$ cat src/core/ttm_pkg.sv
package ttm_pkg;

   // ************************************************************
   // Register port
   // ************************************************************
   localparam int          ADDR_W     = 8;
   localparam int          DATA_W     = 32;
   localparam logic [7:0]  REG_STATUS = 8'h00;
   localparam logic [7:0]  REG_CTRL   = 8'h04;

   // ************************************************************
   // Status word bit positions
   // ************************************************************
   localparam int ST_ONLINE  = 0;
   localparam int ST_LOADED  = 1;
   localparam int ST_BUSY    = 2;
   localparam int ST_WRRDY   = 3;
   localparam int ST_TEST    = 4;
   localparam int ST_NORMAL  = 5;
   localparam int ST_FAST    = 6;
   localparam int ST_REVERSE = 7;
   localparam int ST_LDFF    = 8;

   // ************************************************************
   // Write test pattern timing
   // ************************************************************
   localparam int CLK_PERIOD_NS  = 20;
   localparam int TEST_STROBE_NS = 2000;
   localparam int TEST_STROBE_CYC =
      (TEST_STROBE_NS / CLK_PERIOD_NS < 1) ? 1 : TEST_STROBE_NS / CLK_PERIOD_NS;
   localparam int CTRL_DIV_W = 16;
   localparam logic [CTRL_DIV_W-1:0] CTRL_RST = CTRL_DIV_W'(TEST_STROBE_CYC);

   typedef enum logic [2:0]
   {
      S_UNLOADED,
      S_LOAD,
      S_READY,
      S_REWIND,
      S_UNWIND
   } ttm_state_t;

endpackage

$ cat src/core/ttm_transport.sv
`timescale 1ns/1ps
// How it works
// - Interface motion commands act only when online, selected and in ready state.
// - All motion leaves as run normal, run fast and reverse select lines.
// - Front load button sets the load flip-flop and runs tape forward normally.
// - Tape running status follows the ramp stage activity.
// - Write ready needs no file protect, not busy, and no reverse.
// - Busy is high during load point search and during any rewind.
// - Write ready turns on write and erase drivers and the write lamp.
// - Unit selected is online AND select; it gates the amplifiers.
// - Loaded, not rewinding, no write ready: read lamp lights.
// - Broken tape drops all servo drive and write ready at once.
// - Tape end marker only reports; the controller ends writes.
// - Interface rewind after a write returns tape to load point.
// - An interface rewind stops at the load point unless tension is lost first.
// - Online clears by command or button; offline rewind at load point unwinds.
// - Test panel works only offline with its stop button pressed.
// - Test mode button then enables the other test buttons.
// - Test mode runs forward or reverse at normal or fast speed.
// - Test write emits an all-ones word on every track, crystal timed.
// - Load sequence runs forward until the load point, then stops.
// - Front load and rewind buttons are ignored while online.
// - A rewind runs on until load point or loss of tension; an unwind from load point runs on until loss of tension.
module ttm_transport
#(
   parameter int TRACKS = 9
)
(
   input  wire logic                       ref_clk,
   input  wire logic                       rst_n,
   input  wire logic [ttm_pkg::ADDR_W-1:0] bus_addr,
   input  wire logic [ttm_pkg::DATA_W-1:0] bus_wdata,
   input  wire logic                       bus_wr,
   input  wire logic                       bus_rd,
   output logic      [ttm_pkg::DATA_W-1:0] bus_rdata,
   input  wire logic                       if_select,
   input  wire logic                       if_run,
   input  wire logic                       if_reverse,
   input  wire logic                       if_rewind,
   input  wire logic                       if_offline,
   input  wire logic                       load_btn,
   input  wire logic                       online_btn,
   input  wire logic                       rewind_btn,
   input  wire logic                       tp_stop,
   input  wire logic                       tp_test,
   input  wire logic                       tp_fwd,
   input  wire logic                       tp_rev,
   input  wire logic                       tp_fast,
   input  wire logic                       tp_write,
   input  wire logic                       file_protect,
   input  wire logic                       load_point,
   input  wire logic                       tape_end_marker,
   input  wire logic                       broken_tape,
   input  wire logic                       tension_lost,
   input  wire logic                       ramp_active,
   output logic                            run_normal_cmd,
   output logic                            run_fast_cmd,
   output logic                            reverse_select_cmd,
   output logic                            servo_enable,
   output logic                            tape_running,
   output logic                            busy,
   output logic                            online,
   output logic                            rewinding,
   output logic                            load_point_out,
   output logic                            tape_end_out,
   output logic                            load_lamp,
   output logic                            write_ready,
   output logic                            write_drive_on,
   output logic                            erase_drive_on,
   output logic                            write_lamp,
   output logic                            read_lamp,
   output logic                            unit_selected,
   output logic                            amp_write_en,
   output logic                            amp_read_en,
   output logic                            test_mode,
   output logic                            test_strobe,
   output logic      [TRACKS-1:0]          test_data
);
   import ttm_pkg::*;

   if (TRACKS < 1 || TRACKS > DATA_W)
   begin : g_chk
      $error("TRACKS out of range");
   end

   // ************************************************************
   // State and registers
   // ************************************************************
   ttm_state_t            state_q;
   ttm_state_t            state_d;
   logic                  load_q;
   logic                  load_d;
   logic                  online_q;
   logic                  online_d;
   logic                  test_q;
   logic                  norm_q;
   logic                  norm_d;
   logic                  fast_q;
   logic                  fast_d;
   logic                  rev_q;
   logic                  rev_d;
   logic [CTRL_DIV_W-1:0] div_q;
   logic [CTRL_DIV_W-1:0] cnt_q;
   logic                  strobe_q;
   logic [TRACKS-1:0]     tdata_q;
   logic [DATA_W-1:0]     rdata_q;

   // Motion in progress; a new speed is only taken from rest
   function automatic logic moving(input logic n, input logic f);
      return n | f;
   endfunction

   // ************************************************************
   // Interlocks
   // ************************************************************
   wire at_ready  = (state_q == S_READY);
   wire sel_w     = online_q & if_select;
   wire if_ok     = sel_w & at_ready & ~broken_tape;
   wire panel_ok  = ~online_q & ~broken_tape;
   wire tp_ok     = ~online_q & tp_stop;
   wire test_go   = test_q & tp_ok & at_ready & ~broken_tape;
   wire busy_w    = (state_q == S_LOAD) | (state_q == S_REWIND)
                  | (state_q == S_UNWIND);
   wire rew_w     = (state_q == S_REWIND) | (state_q == S_UNWIND);
   wire loaded_w  = at_ready;
   wire tp_req    = test_go & (tp_fwd | tp_rev);
   wire if_req    = if_ok & if_run;
   wire want_run  = if_req | tp_req;
   wire want_rev  = if_req ? if_reverse : (tp_rev & ~tp_fwd);
   wire want_fast = tp_req & tp_fast;
   wire wr_ok     = loaded_w & ~file_protect & ~busy_w & ~rev_q
                  & ~broken_tape;
   wire tw_active = test_go & tp_write & wr_ok & norm_q;
   wire div_hit   = (cnt_q + 1'b1 >= div_q);

   // ************************************************************
   // Sequencer
   // ************************************************************
   always_comb
   begin
      state_d = state_q;
      load_d  = load_q;
      norm_d  = 1'b0;
      fast_d  = 1'b0;
      rev_d   = 1'b0;
      case (state_q)
         S_UNLOADED:
         begin
            if (panel_ok & load_btn & ~load_q)
            begin
               state_d = S_LOAD;
               load_d  = 1'b1;
               norm_d  = 1'b1;
            end
         end
         S_LOAD:
         begin
            norm_d = 1'b1;
            if (panel_ok & rewind_btn)
            begin
               state_d = S_REWIND;
               norm_d  = 1'b0;
               fast_d  = 1'b1;
               rev_d   = 1'b1;
            end
            else if (load_point)
            begin
               state_d = S_READY;
               norm_d  = 1'b0;
            end
         end
         S_READY:
         begin
            if (if_ok & if_rewind & ~load_point)
            begin
               state_d = S_REWIND;
               fast_d  = 1'b1;
               rev_d   = 1'b1;
            end
            else if (panel_ok & rewind_btn & ~test_go)
            begin
               state_d = load_point ? S_UNWIND : S_REWIND;
               fast_d  = 1'b1;
               rev_d   = 1'b1;
            end
            else if (want_run)
            begin
               if (moving(norm_q, fast_q))
               begin
                  norm_d = norm_q;
                  fast_d = fast_q;
                  rev_d  = rev_q;
               end
               else
               begin
                  norm_d = ~want_fast;
                  fast_d = want_fast;
                  rev_d  = want_rev;
               end
            end
         end
         S_REWIND, S_UNWIND:
         begin
            if (state_q == S_REWIND && load_point)
               state_d = S_READY;
            else if (tension_lost)
            begin
               state_d = S_UNLOADED;
               load_d  = 1'b0;
            end
            else
            begin
               fast_d = 1'b1;
               rev_d  = 1'b1;
            end
         end
         default:
         begin
            state_d = S_UNLOADED;
         end
      endcase
      // Tape gone: nothing left to drive, reload from scratch
      if (broken_tape)
      begin
         state_d = S_UNLOADED;
         load_d  = 1'b0;
         norm_d  = 1'b0;
         fast_d  = 1'b0;
         rev_d   = 1'b0;
      end
   end

   always_comb
   begin
      online_d = online_q;
      if (broken_tape | (online_q & (online_btn | (if_select & if_offline))))
         online_d = 1'b0;
      else if (~online_q & online_btn & at_ready & ~test_q)
         online_d = 1'b1;
   end

   always_ff @(posedge ref_clk or negedge rst_n)
   begin
      if (!rst_n)
      begin
         state_q  <= S_UNLOADED;
         load_q   <= 1'b0;
         online_q <= 1'b0;
         norm_q   <= 1'b0;
         fast_q   <= 1'b0;
         rev_q    <= 1'b0;
      end
      else
      begin
         state_q  <= state_d;
         load_q   <= load_d;
         online_q <= online_d;
         norm_q   <= norm_d;
         fast_q   <= fast_d;
         rev_q    <= rev_d;
      end
   end

   always_ff @(posedge ref_clk or negedge rst_n)
   begin
      if (!rst_n)
         test_q <= 1'b0;
      else if (!tp_ok)
         test_q <= 1'b0;
      else if (tp_test)
         test_q <= 1'b1;
   end

   // ************************************************************
   // Write test pattern
   // ************************************************************
   // Divider restarts whenever the test write is dropped, so the
   // first strobe always comes one full period after the start
   always_ff @(posedge ref_clk or negedge rst_n)
   begin
      if (!rst_n)
      begin
         cnt_q    <= '0;
         strobe_q <= 1'b0;
         tdata_q  <= '0;
      end
      else
      begin
         cnt_q    <= (!tw_active || div_hit) ? '0 : cnt_q + 1'b1;
         strobe_q <= tw_active & div_hit;
         tdata_q  <= (tw_active & div_hit) ? '1 : '0;
      end
   end

   // ************************************************************
   // Register port
   // ************************************************************
   wire               wr_ctrl = bus_wr & (bus_addr == REG_CTRL);
   wire               rd_stat = bus_addr == REG_STATUS;
   wire               rd_ctrl = bus_addr == REG_CTRL;
   wire [DATA_W-1:0]  stat_w;
   assign stat_w = DATA_W'({load_q, rev_q, fast_q, norm_q, test_q,
                            wr_ok, busy_w, loaded_w, online_q});
   wire [DATA_W-1:0]  rd_word = !bus_rd ? '0 : rd_stat ? stat_w
                              : rd_ctrl ? DATA_W'(div_q) : '0;

   always_ff @(posedge ref_clk or negedge rst_n)
   begin
      if (!rst_n)
      begin
         div_q   <= CTRL_RST;
         rdata_q <= '0;
      end
      else
      begin
         if (wr_ctrl)
            div_q <= bus_wdata[CTRL_DIV_W-1:0];
         rdata_q <= rd_word;
      end
   end

   // ************************************************************
   // Outputs
   // ************************************************************
   assign bus_rdata          = rdata_q;
   assign run_normal_cmd     = norm_q & ~broken_tape;
   assign run_fast_cmd       = fast_q & ~norm_q & ~broken_tape;
   assign reverse_select_cmd = rev_q & ~broken_tape;
   assign servo_enable       = load_q & ~broken_tape;
   assign tape_running       = ramp_active;
   assign busy               = busy_w;
   assign online             = online_q;
   assign rewinding          = rew_w;
   assign load_point_out     = load_point;
   assign tape_end_out       = tape_end_marker;
   assign load_lamp          = load_q;
   assign write_ready        = wr_ok;
   assign write_drive_on     = wr_ok;
   assign erase_drive_on     = wr_ok;
   assign write_lamp         = wr_ok;
   assign read_lamp          = loaded_w & ~rew_w & ~wr_ok;
   assign unit_selected      = sel_w;
   assign amp_write_en       = sel_w & wr_ok;
   assign amp_read_en        = sel_w;
   assign test_mode          = test_q;
   assign test_strobe        = strobe_q;
   assign test_data          = tdata_q;
endmodule

$ cat config.mk
export PLATFORM = sky130hd
export DESIGN_NAME = ttm_transport
export DESIGN_NICKNAME = d
export VERILOG_FILES = /design/src/core/ttm_pkg.sv /design/src/core/ttm_transport.sv
export SDC_FILE = /design/constraint.sdc
export NUM_CORES = 1
export LEC_CHECK = 0
export ABC_CLOCK_PERIOD_IN_PS = 2500
export BUFFER_PORTS_ARGS = -buffer_cell sky130_fd_sc_hd__buf_2
export CORE_MARGIN = 2
export CORE_UTILIZATION = 30
export CTS_BUF_LIST = sky130_fd_sc_hd__clkbuf_8
export CTS_CLUSTER_SIZE = 20
export DETAILED_ROUTE_END_ITERATION = 6
export REMOVE_ABC_BUFFERS = 1
export SLEW_MARGIN = 20
export SYNTH_ARGS = -nofsm -noshare
export SYNTH_HDL_FRONTEND = slang
export SYNTH_SLANG_ARGS = --single-unit
$ cat constraint.sdc
create_clock -name ref_clk -period 2.5 [get_ports ref_clk]
set_input_delay 0.5 -clock ref_clk [delete_from_list [all_inputs] [get_ports ref_clk]]
set_output_delay 0.5 -clock ref_clk [all_outputs]
set_load 0.05 [all_outputs]
**Word level (Yosys, flattened, before mapping)**

Index checks and enable logic that the tools add are counted.

- $add $sub $neg: 1
- Magnitude comparators: 1
- Equal/unequal tests: 13
- Muxes and demuxes: 49
- Bitwise operators: 62
- Reduce and logical (&&, ||, !) cells: 10

Operator list:

| operator | count |
|---|---|
| two-way mux 16 bit | 4 |
| AND 1 bit | 40 |
| two-way mux 1 bit | 30 |
| two-way mux 3 bit | 9 |
| adder 16 x 1 -> 16 bit (second input constant) | 1 |
| >= comparator 16 bit | 1 |
| NOT 1 bit | 14 |
| one-hot mux 3 bit (4 select lines) | 1 |
| two-way mux 9 bit | 1 |
| inequality test 3 bit (second input constant) | 3 |
| one-hot mux 1 bit (3 select lines) | 3 |
| equality test 8 x 3 -> 1 bit (second input constant) | 1 |
| logical NOT 8 bit | 1 |
| bitwise OR 1 bit | 8 |
| AND reduction 4 bit | 2 |
| equality test 3 x 2 -> 1 bit (second input constant) | 2 |
| inequality test 6 bit (second input constant) | 1 |
| inequality test 4 x 2 -> 1 bit (second input constant) | 1 |
| inequality test 4 x 3 -> 1 bit (second input constant) | 1 |
| inequality test 4 bit (second input constant) | 1 |
| equality test 3 x 1 -> 1 bit (second input constant) | 1 |
| equality test 3 bit (second input constant) | 1 |
| logical NOT 3 bit | 1 |
| nonzero test 3 bit | 1 |
| other kinds (7) | 7 |

- Register bits: 67
- Output and inout bits: 62

**Longest topological paths before layout**

Gate-level depths: netlist of the first run.

- Depth in word-level cells: 14
- Mapped depth: 11

**Least setup slack after synthesis of the first run**

OpenSTA, ideal clock, no wires.

- Kind: register to register
- Start point: register cnt_q[0]
- End point: register cnt_q[6]
- Arrival time: 2.434 ns
- Required time: 2.411 ns
- Path slack: -0.023 ns
- Cell stages (with the launch flop): 12
- Path buffers: 1
- Path through: dfrtp_1 ha_1 and2_1 nand2_1 xnor2_1 ha_1 a21o_1 a21oi_1 and3_1 a221oi_4 buf_4 nor3b_1

- Cells in the longest elaborated chain, start to end: 4

RTL lines:

| what | line | source |
|---|---|---|
| start, declared | ttm_transport.sv:103 | `logic [CTRL_DIV_W-1:0] cnt_q;` |
| start signal, assigned | ttm_transport.sv:289 | `cnt_q <= (!tw_active \|\| div_hit) ? '0 : cnt_q + 1'b1;` |
| adder 16 x 1 -> 16 bit * | ttm_transport.sv:134, ttm_transport.sv:289 |  |
| >= comparator 16 bit | ttm_transport.sv:134 | `wire div_hit = (cnt_q + 1'b1 >= div_q);` |
| logical OR 1 bit | ttm_transport.sv:289 |  |
| two-way mux 16 bit * | ttm_transport.sv:289 |  |

Mark *: on every way between the ends. The rest lies on a longest branch, timed or not.
A chain may end at the register's enable or synchronous reset.

**Worst setup path in the final report of the first run**

- Start point: register cnt_q[1]
- End point: register cnt_q[5]

The elaborated chain is that of the path after synthesis.

==> results.toml, run 1 <==
[worst_setup_path]
worst_r2r_startpoint = "cnt_q[1]$_DFF_PN0_"
rrSetupSlack_ns = -0.04
worst_r2r_path_depth = 11
critical_path_buf_inv_count = 3
critPathRequiredTime_ns = 2.75
cell_chain_of_the_critical_path = "buf_6 > nand2_4 > nor2_4 > xor2_2 > ha_1 > a22o_1 > o41ai_4 > a221oi_4 > buf_6 > buf_12 > nor3b_4"
crit_path_max_incr_delay_ns = 0.47
worst-setup-path-type = "reg -> reg"
worst_setup_path_start_kind = "flip-flop"
crit_arrival_ns = 2.79
timing.critical_path.max_delay_family = "compound AO/OA/AOI/OAI gates"
worst_setup_path_end_kind = "flip-flop"
crit_path_top_delay_cell = "sky130_fd_sc_hd__o41ai_4"
critPathMostFrequentCell = "sky130_fd_sc_hd__buf_6"
worst_r2r_endpoint = "cnt_q[5]$_DFF_PN0_"
cp_max_fo = 5

[yosys]
fraction_of_registers_with_async_set_reset_pct = 100.0
synth_ff_type = "sky130_fd_sc_hd__dfrtp_1"
avgSynthCellArea_sq_um = 10.32
yosys_register_bits = 58
netlist_area_sq_mm = 0.003582
synth.yosys.seq_area_share_pct = 40.62
synth_edf_count = 0
yosys_warnings = 0
synthCells = 347
ys_types = 60

[die]
design.core.area_sq_mm = 0.01152
die-width_um = 113.3
fp.dieH_um = 113.3
floorplan.io_pins = 126
floorplan.initialDensity_pct = 31.11
floorplan.die_area_sq_mm = 0.01283
floorplan.rows = 39

[route]
drt_iter0_drc = 107
route.detailed.drc = 0
route.final.wire_length_um = 8444
post_drt_via_cell_ratio = 4.788
num_vias = 2863
detail_route.first_pass.iterations = 4
drtAntennaViolNets = 0
routed_wirelength_normalized_by_instance_count_um = 14.12

[outcome]
status = "finished with violations"
violated_checks = "setup timing"

[clock_tree]
cts_tree = "done"
clkLatencyLatePin_ns = 0.33
cts_sinks = 58
cts_root_buffer = "sky130_fd_sc_hd__clkbuf_8"
cts_buffer_depth = 2
path_clk_slew_ns = 0.06
cts_inserted_buffers = 9
htree_num_levels = 3

[timing]
final_period_minus_worst_setup_slack_ns = 2.536
finClkSkew_ns = 0.008473
slew-limit-headroom_pct = 50.15
finalWorstSetupSlack_ns = -0.03568
worst_slew_pin_slew_ns = 0.7478
layout_worst_path_cycle_share_pct = 101.4
final_max_slew_viol_count = 0
setup_violations = 8
totalNegativeSetupSlack_ns = -0.1315
finalHoldViolations = 0
grt_setup_unrepaired = "yes"
max_freq_mhz = 394.4

[global_route]
grt_max_degree = 59
grt-ovfl-total = 0
antenna_found_initial = 0
groute.layer.met3.usage_pct = 2.839
grt_most_used_layer = "met2"
global_route.usage.total_pct = 13.26
met2_usage_pct = 21.80
grt_util_met1_pct = 17.43
grt_pass1_vias = 2795
grt_pass1_wl_um = 13520

[cells_and_area]
antenna_cells_inserted = 0
filler_cell_count = 1131
layout.cells.non_filler = 598
drive_gt1_share_pct = 44.62
area_growth_pct = 28.29
fin_nets = 532

[power]
ir_drop_v = 0.0002333
cellPowerDensity_mw_per_mm2 = 596.7
power_leakage_nw = 2.389

[placement]
placed_cells = 574
dp_hpwl_um = 6298
placement.io_buffers = 89
placer_congestion_estimate = 0.8772

[flow_run]
timing.max_cap.violations = 0

[hold_path]
worst_min_path_class = "in -> async"
[flip-flops by register name, indices dropped and copies added (netlist names)]
| name | cells |
|---|---|
| cnt_q | 16 |
| online | 1 |
| test_data | 1 |
| rev_q | 1 |
| norm_q | 1 |
| state_q | 3 |
| test_mode | 1 |
| fast_q | 1 |
| div_q | 16 |
| bus_rdata | 16 |
| load_lamp | 1 |
[per-layer routing]
metal	up-vias	wire length, um
li1	1376	-
met1	1396	3873
met2	81	4091
met4	0	102
met3	10	378
met5	-	0
[through the flow]
| step | hold WS (ns) | utilization, % | cell area, sq um | total power, W | setup WS, ns |
|---|---|---|---|---|---|
| 6_report | 0.2989 | 39.91 | 4596 | 0.002742 | -0.03568 |
| 4_1_cts | 0.3332 | 38.47 | 4431 | 0.002744 | 0.001776 |
| 3_5_place_dp | 0.5187 | 36.19 | 4168 | 0.001895 | -0.06578 |
| 3_3_place_gp | 0.5143 | 36.19 | 4168 | 0.001889 | 0.002405 |
| 5_1_grt | 0.3680 | 39.91 | 4596 | 0.002882 | -0.1403 |
| 2_1_floorplan | 0.2044 | - | 3333 | 0.001594 | -1.265 |
[where the power goes]
group	internal, W	switching [W]	total, W	leakage (nW)
combinational	0.000322	0.000576	0.000898	1.50
clock	0.000459	0.000351	0.000810	0.101
sequential	0.000985	0.0000486	0.00103	0.791
total	0.00177	0.000976	0.00274	2.39
[logic make-up after synthesis]
logic type / synth area share, %
AND/OR/NAND/NOR: 23.72
buffers and inverters: 10.51
flip-flops: 40.62
AO/OA/AOI/OAI: 8.104
multiplexers: 7.579
adder cells (fa/ha/maj): 5.938
XOR/XNOR: 3.423
other: 0.1047
[repair_timing]
item / CTS / global route
endpoints found under the setup margin: 16 / 17
setup buffers: 3 / 7
endpoints found under the hold margin: 0 / 0
resized for setup: 10 / 24
pin swaps: 3 / 16
hold buffers: 0 / 0
cloned: 0 / 1
[placed cells by master (no fill, tap or decap), types with 13 or more instances in the layout]
cell and count:
sky130_fd_sc_hd__buf_2 89, sky130_fd_sc_hd__buf_4 24, sky130_fd_sc_hd__clkbuf_8 13, sky130_fd_sc_hd__conb_1 16
sky130_fd_sc_hd__dfrtp_1 54, sky130_fd_sc_hd__ha_1 15, sky130_fd_sc_hd__inv_1 19, sky130_fd_sc_hd__mux2_2 17
sky130_fd_sc_hd__nand2_1 19, sky130_fd_sc_hd__nor2_1 23, sky130_fd_sc_hd__nor3b_2 13
[worst reg2reg max path, delay by kind of cell, from the launching register on]
family                   cells  cell delay, ns
AO/OA/AOI/OAI                3            0.84
flip-flops                   1            0.44
buffers and inverters        3            0.41
adder cells (fa/ha/maj)      1            0.31
AND/OR/NAND/NOR              3            0.28
XOR/XNOR                     1            0.17
[cell type report]
| class | instances | area (sq um) | area share, % |
|---|---|---|---|
| clock inverter | 2 | 10.01 | 0.2178 |
| clock buffer | 13 | 178.9 | 3.893 |
| sequential | 58 | 1456 | 31.69 |
| inverter | 19 | 71.32 | 1.552 |
| multi-input combinational | 242 | 1953 | 42.50 |
| tap | 143 | 178.9 | 3.893 |
| timing repair buffer | 121 | 747.0 | 16.25 |
[how the worst max path moves through the flow]
stage / startpoint / to / slack, ns / cells past startpoint
after floorplan: test_data[7]$_DFF_PN0_ / test_data[0] / -1.27 / 0
after global placement: cnt_q[0]$_DFF_PN0_ / cnt_q[6]$_DFF_PN0_ / 0.002 / 10
after detailed placement: cnt_q[2]$_DFF_PN0_ / cnt_q[2]$_DFF_PN0_ / -0.07 / 11
after CTS: cnt_q[2]$_DFF_PN0_ / cnt_q[5]$_DFF_PN0_ / 0.002 / 12
after global routing: cnt_q[3]$_DFF_PN0_ / cnt_q[5]$_DFF_PN0_ / -0.14 / 11
final: cnt_q[1]$_DFF_PN0_ / cnt_q[5]$_DFF_PN0_ / -0.04 / 11
[synthesized netlist by cell type (3+ instances only)]
master | instances | area share (%)
sky130_fd_sc_hd__a211oi_1 | 3 | 0.63
sky130_fd_sc_hd__a21oi_1 | 12 | 1.7
sky130_fd_sc_hd__and2_1 | 4 | 0.70
sky130_fd_sc_hd__and3_1 | 12 | 2.1
sky130_fd_sc_hd__buf_2 | 4 | 0.56
sky130_fd_sc_hd__buf_4 | 35 | 7.3
sky130_fd_sc_hd__clkbuf_1 | 3 | 0.31
sky130_fd_sc_hd__dfrtp_1 | 55 | 38
sky130_fd_sc_hd__dfstp_2 | 3 | 2.2
sky130_fd_sc_hd__ha_1 | 17 | 5.9
sky130_fd_sc_hd__inv_1 | 19 | 2.0
sky130_fd_sc_hd__mux2_2 | 17 | 5.3
sky130_fd_sc_hd__mux2i_1 | 8 | 2.2
sky130_fd_sc_hd__nand2_1 | 20 | 2.1
sky130_fd_sc_hd__nand2b_1 | 5 | 0.87
sky130_fd_sc_hd__nand3_1 | 11 | 1.5
sky130_fd_sc_hd__nand4_1 | 7 | 1.2
sky130_fd_sc_hd__nor2_1 | 24 | 2.5
sky130_fd_sc_hd__nor3_1 | 3 | 0.42
sky130_fd_sc_hd__nor3b_1 | 8 | 1.7
sky130_fd_sc_hd__nor3b_2 | 9 | 3.1
sky130_fd_sc_hd__o21ai_0 | 11 | 1.5
sky130_fd_sc_hd__xnor2_1 | 6 | 1.5
sky130_fd_sc_hd__xor2_1 | 8 | 2.0
(Power assumes the default switching activity.)
==> run 2, diff against run 1 <==
==> constraint.sdc (replaced) <==
create_clock -name ref_clk -period 2.5 [get_ports ref_clk]
set_input_delay 0 -clock ref_clk [delete_from_list [all_inputs] [get_ports ref_clk]]
set_output_delay 0 -clock ref_clk [all_outputs]
set_load 0.05 [all_outputs]
==> results.toml, run 2 (synthesized netlist as in run 1, its figures left out) <==
[outcome]
status = "finished with violations"
violated_checks = "setup timing"

[worst_setup_path]
worst_setup_path_start_kind = "flip-flop"
critPathRequiredTime_ns = 2.75
worst_r2r_path_depth = 11
crit_path_max_incr_delay_ns = 0.42
crit_arrival_ns = 2.75
crit_path_top_delay_cell = "sky130_fd_sc_hd__dfrtp_1"
cp_max_fo = 9
worst-setup-path-type = "reg -> reg"
worst_setup_path_end_kind = "flip-flop"
cell_chain_of_the_critical_path = "ha_4 > buf_4 > nand3_1 > xnor2_2 > ha_1 > a22o_1 > o41ai_4 > a221oi_4 > buf_6 > buf_12 > nor3b_1"

[route]
num_vias = 2907
drt_iter0_drc = 135
drtAntennaViolNets = 0
detail_route.first_pass.iterations = 4
routed_met2_length_um = 4051
route.detailed.drc = 0
route.final.wire_length_um = 8384
highest_layer = "met4"
routed-wl-met3_um = 425
post_drt_via_cell_ratio = 4.758
routed_wirelength_normalized_by_instance_count_um = 13.72
met1_length_um = 3805

[timing]
finalWorstSetupSlack_ns = -0.003586
setup_violations = 1
final_period_minus_worst_setup_slack_ns = 2.504
layout_worst_path_cycle_share_pct = 100.1
finClkSkew_ns = 0.009681
totalNegativeSetupSlack_ns = -0.003586
grt_setup_unrepaired = "yes"
final_max_slew_viol_count = 0
max_freq_mhz = 399.4
slew-limit-headroom_pct = 51.23
finalHoldViolations = 0
worst_slew_pin_slew_ns = 0.7316

[die]
floorplan.initialDensity_pct = 31.11
floorplan.rows = 39
design.core.area_sq_mm = 0.01152
floorplan.io_pins = 126
floorplan.die_area_sq_mm = 0.01283
fp.dieH_um = 113.3
die-width_um = 113.3

[clock_tree]
cts_buffer_depth = 2
cts_sinks = 58
cts_tree = "done"
cts_inserted_buffers = 9
clkLatencyLatePin_ns = 0.34
path_clk_slew_ns = 0.06
htree_num_levels = 3
cts_root_buffer = "sky130_fd_sc_hd__clkbuf_8"

[cells_and_area]
top_library_cells_by_usage_in_the_layout_fill_and_taps_aside = "sky130_fd_sc_hd__buf_2 (89), sky130_fd_sc_hd__dfrtp_1 (55), sky130_fd_sc_hd__nor2_1 (23), sky130_fd_sc_hd__dlygate4sd3_1 (23)"
filler_cell_count = 1140
layout.cells.non_filler = 611
antenna_cells_inserted = 0
fin_nets = 544
area_growth_pct = 30.42
layout_commonest_cell = "sky130_fd_sc_hd__buf_2"
drive_gt1_share_pct = 39.74

[global_route]
antenna_found_initial = 0
global_route.usage.total_pct = 13.25
grt_max_degree = 59
grt-ovfl-total = 0
grt_pass1_vias = 2829
grt_pass1_wl_um = 13650

[hold_path]
worst_min_path_class = "in -> out"
min_path_cells = 0

[power]
cellPowerDensity_mw_per_mm2 = 595.5
fin_total_pwr_w = 0.002782
ir_drop_v = 0.0003013
power_leakage_nw = 2.390

[placement]
placement.io_buffers = 89
dp_hpwl_um = 6266
placed_cells = 570
placer_congestion_estimate = 0.8563

[flow_run]
timing.max_cap.violations = 0
-- run 2: critical path, delay by kind of cell (launching register included) --
family                   cells  cell delay [ns]
AO/OA/AOI/OAI                3             0.79
flip-flops                   1             0.42
buffers and inverters        3             0.40
AND/OR/NAND/NOR              2             0.27
XOR/XNOR                     1             0.17
adder cells (fa/ha/maj)      2             0.36
-- run 2: final timing paths --
path                                      endpoint             startpoint  slack (ns)
min reg2reg                bus_rdata[14]$_DFF_PN0_  div_q[14]$_DFFE_PN0P_        0.53
min in group asynchronous    test_mode$_DFFE_PN0P_                  rst_n        0.33
min                                   tape_running            ramp_active      0.0003
max reg2reg                     cnt_q[4]$_DFF_PN0_     cnt_q[1]$_DFF_PN0_      -0.004
max                             cnt_q[4]$_DFF_PN0_     cnt_q[1]$_DFF_PN0_      -0.004
max in group asynchronous   state_q[1]$_DFFE_PN0P_                  rst_n        1.68
-- run 2: stage by stage --
step                setup WS (ns)  area [sq um]  util, %  hold WS, ns
finish                  -0.003586          4672    40.57    0.0003287
global route             -0.08859          4672    40.57    0.0003324
CTS                     0.0008704          4606    39.99    0.0003700
detailed placement       -0.06654          4138    35.93    0.0003700
global placement         0.009218          4138    35.93    0.0003700
floorplan                 -0.7668          3333        -      -0.2956
-- run 2: where the power goes --
part           switching, W  internal (W)
combinational      0.000505      0.000314
clock              0.000390      0.000488
sequential         0.000103      0.000983
-- run 2: layout make-up --
cell class	instances	area, sq um	area share [%]
Sequential cell	58	1455	31.15
Clock inverter	6	65.06	1.393
Multi-Input combinational cell	242	1889	40.44
Inverter	19	71.32	1.527
Tap cell	143	178.9	3.830
Timing Repair Buffer	133	874.6	18.72
Clock buffer	10	137.6	2.946
-- run 2: timing repair --
action,CTS,global route
endpoints found under the hold margin,75,0
resized for setup,7,12
pin swaps,4,7
setup buffers,0,2
hold buffers,23,0
setup endpoints to repair,14,17
-- run 2: layer usage --
| metal | GRT usage, % | up-vias |
|---|---|---|
| met5 | 0 | - |
| met1 | 17.49 | 1386 |
| met4 | 3.659 | 0 |
| li1 | - | 1409 |
| met2 | 21.52 | 102 |
| met3 | 3.535 | 10 |
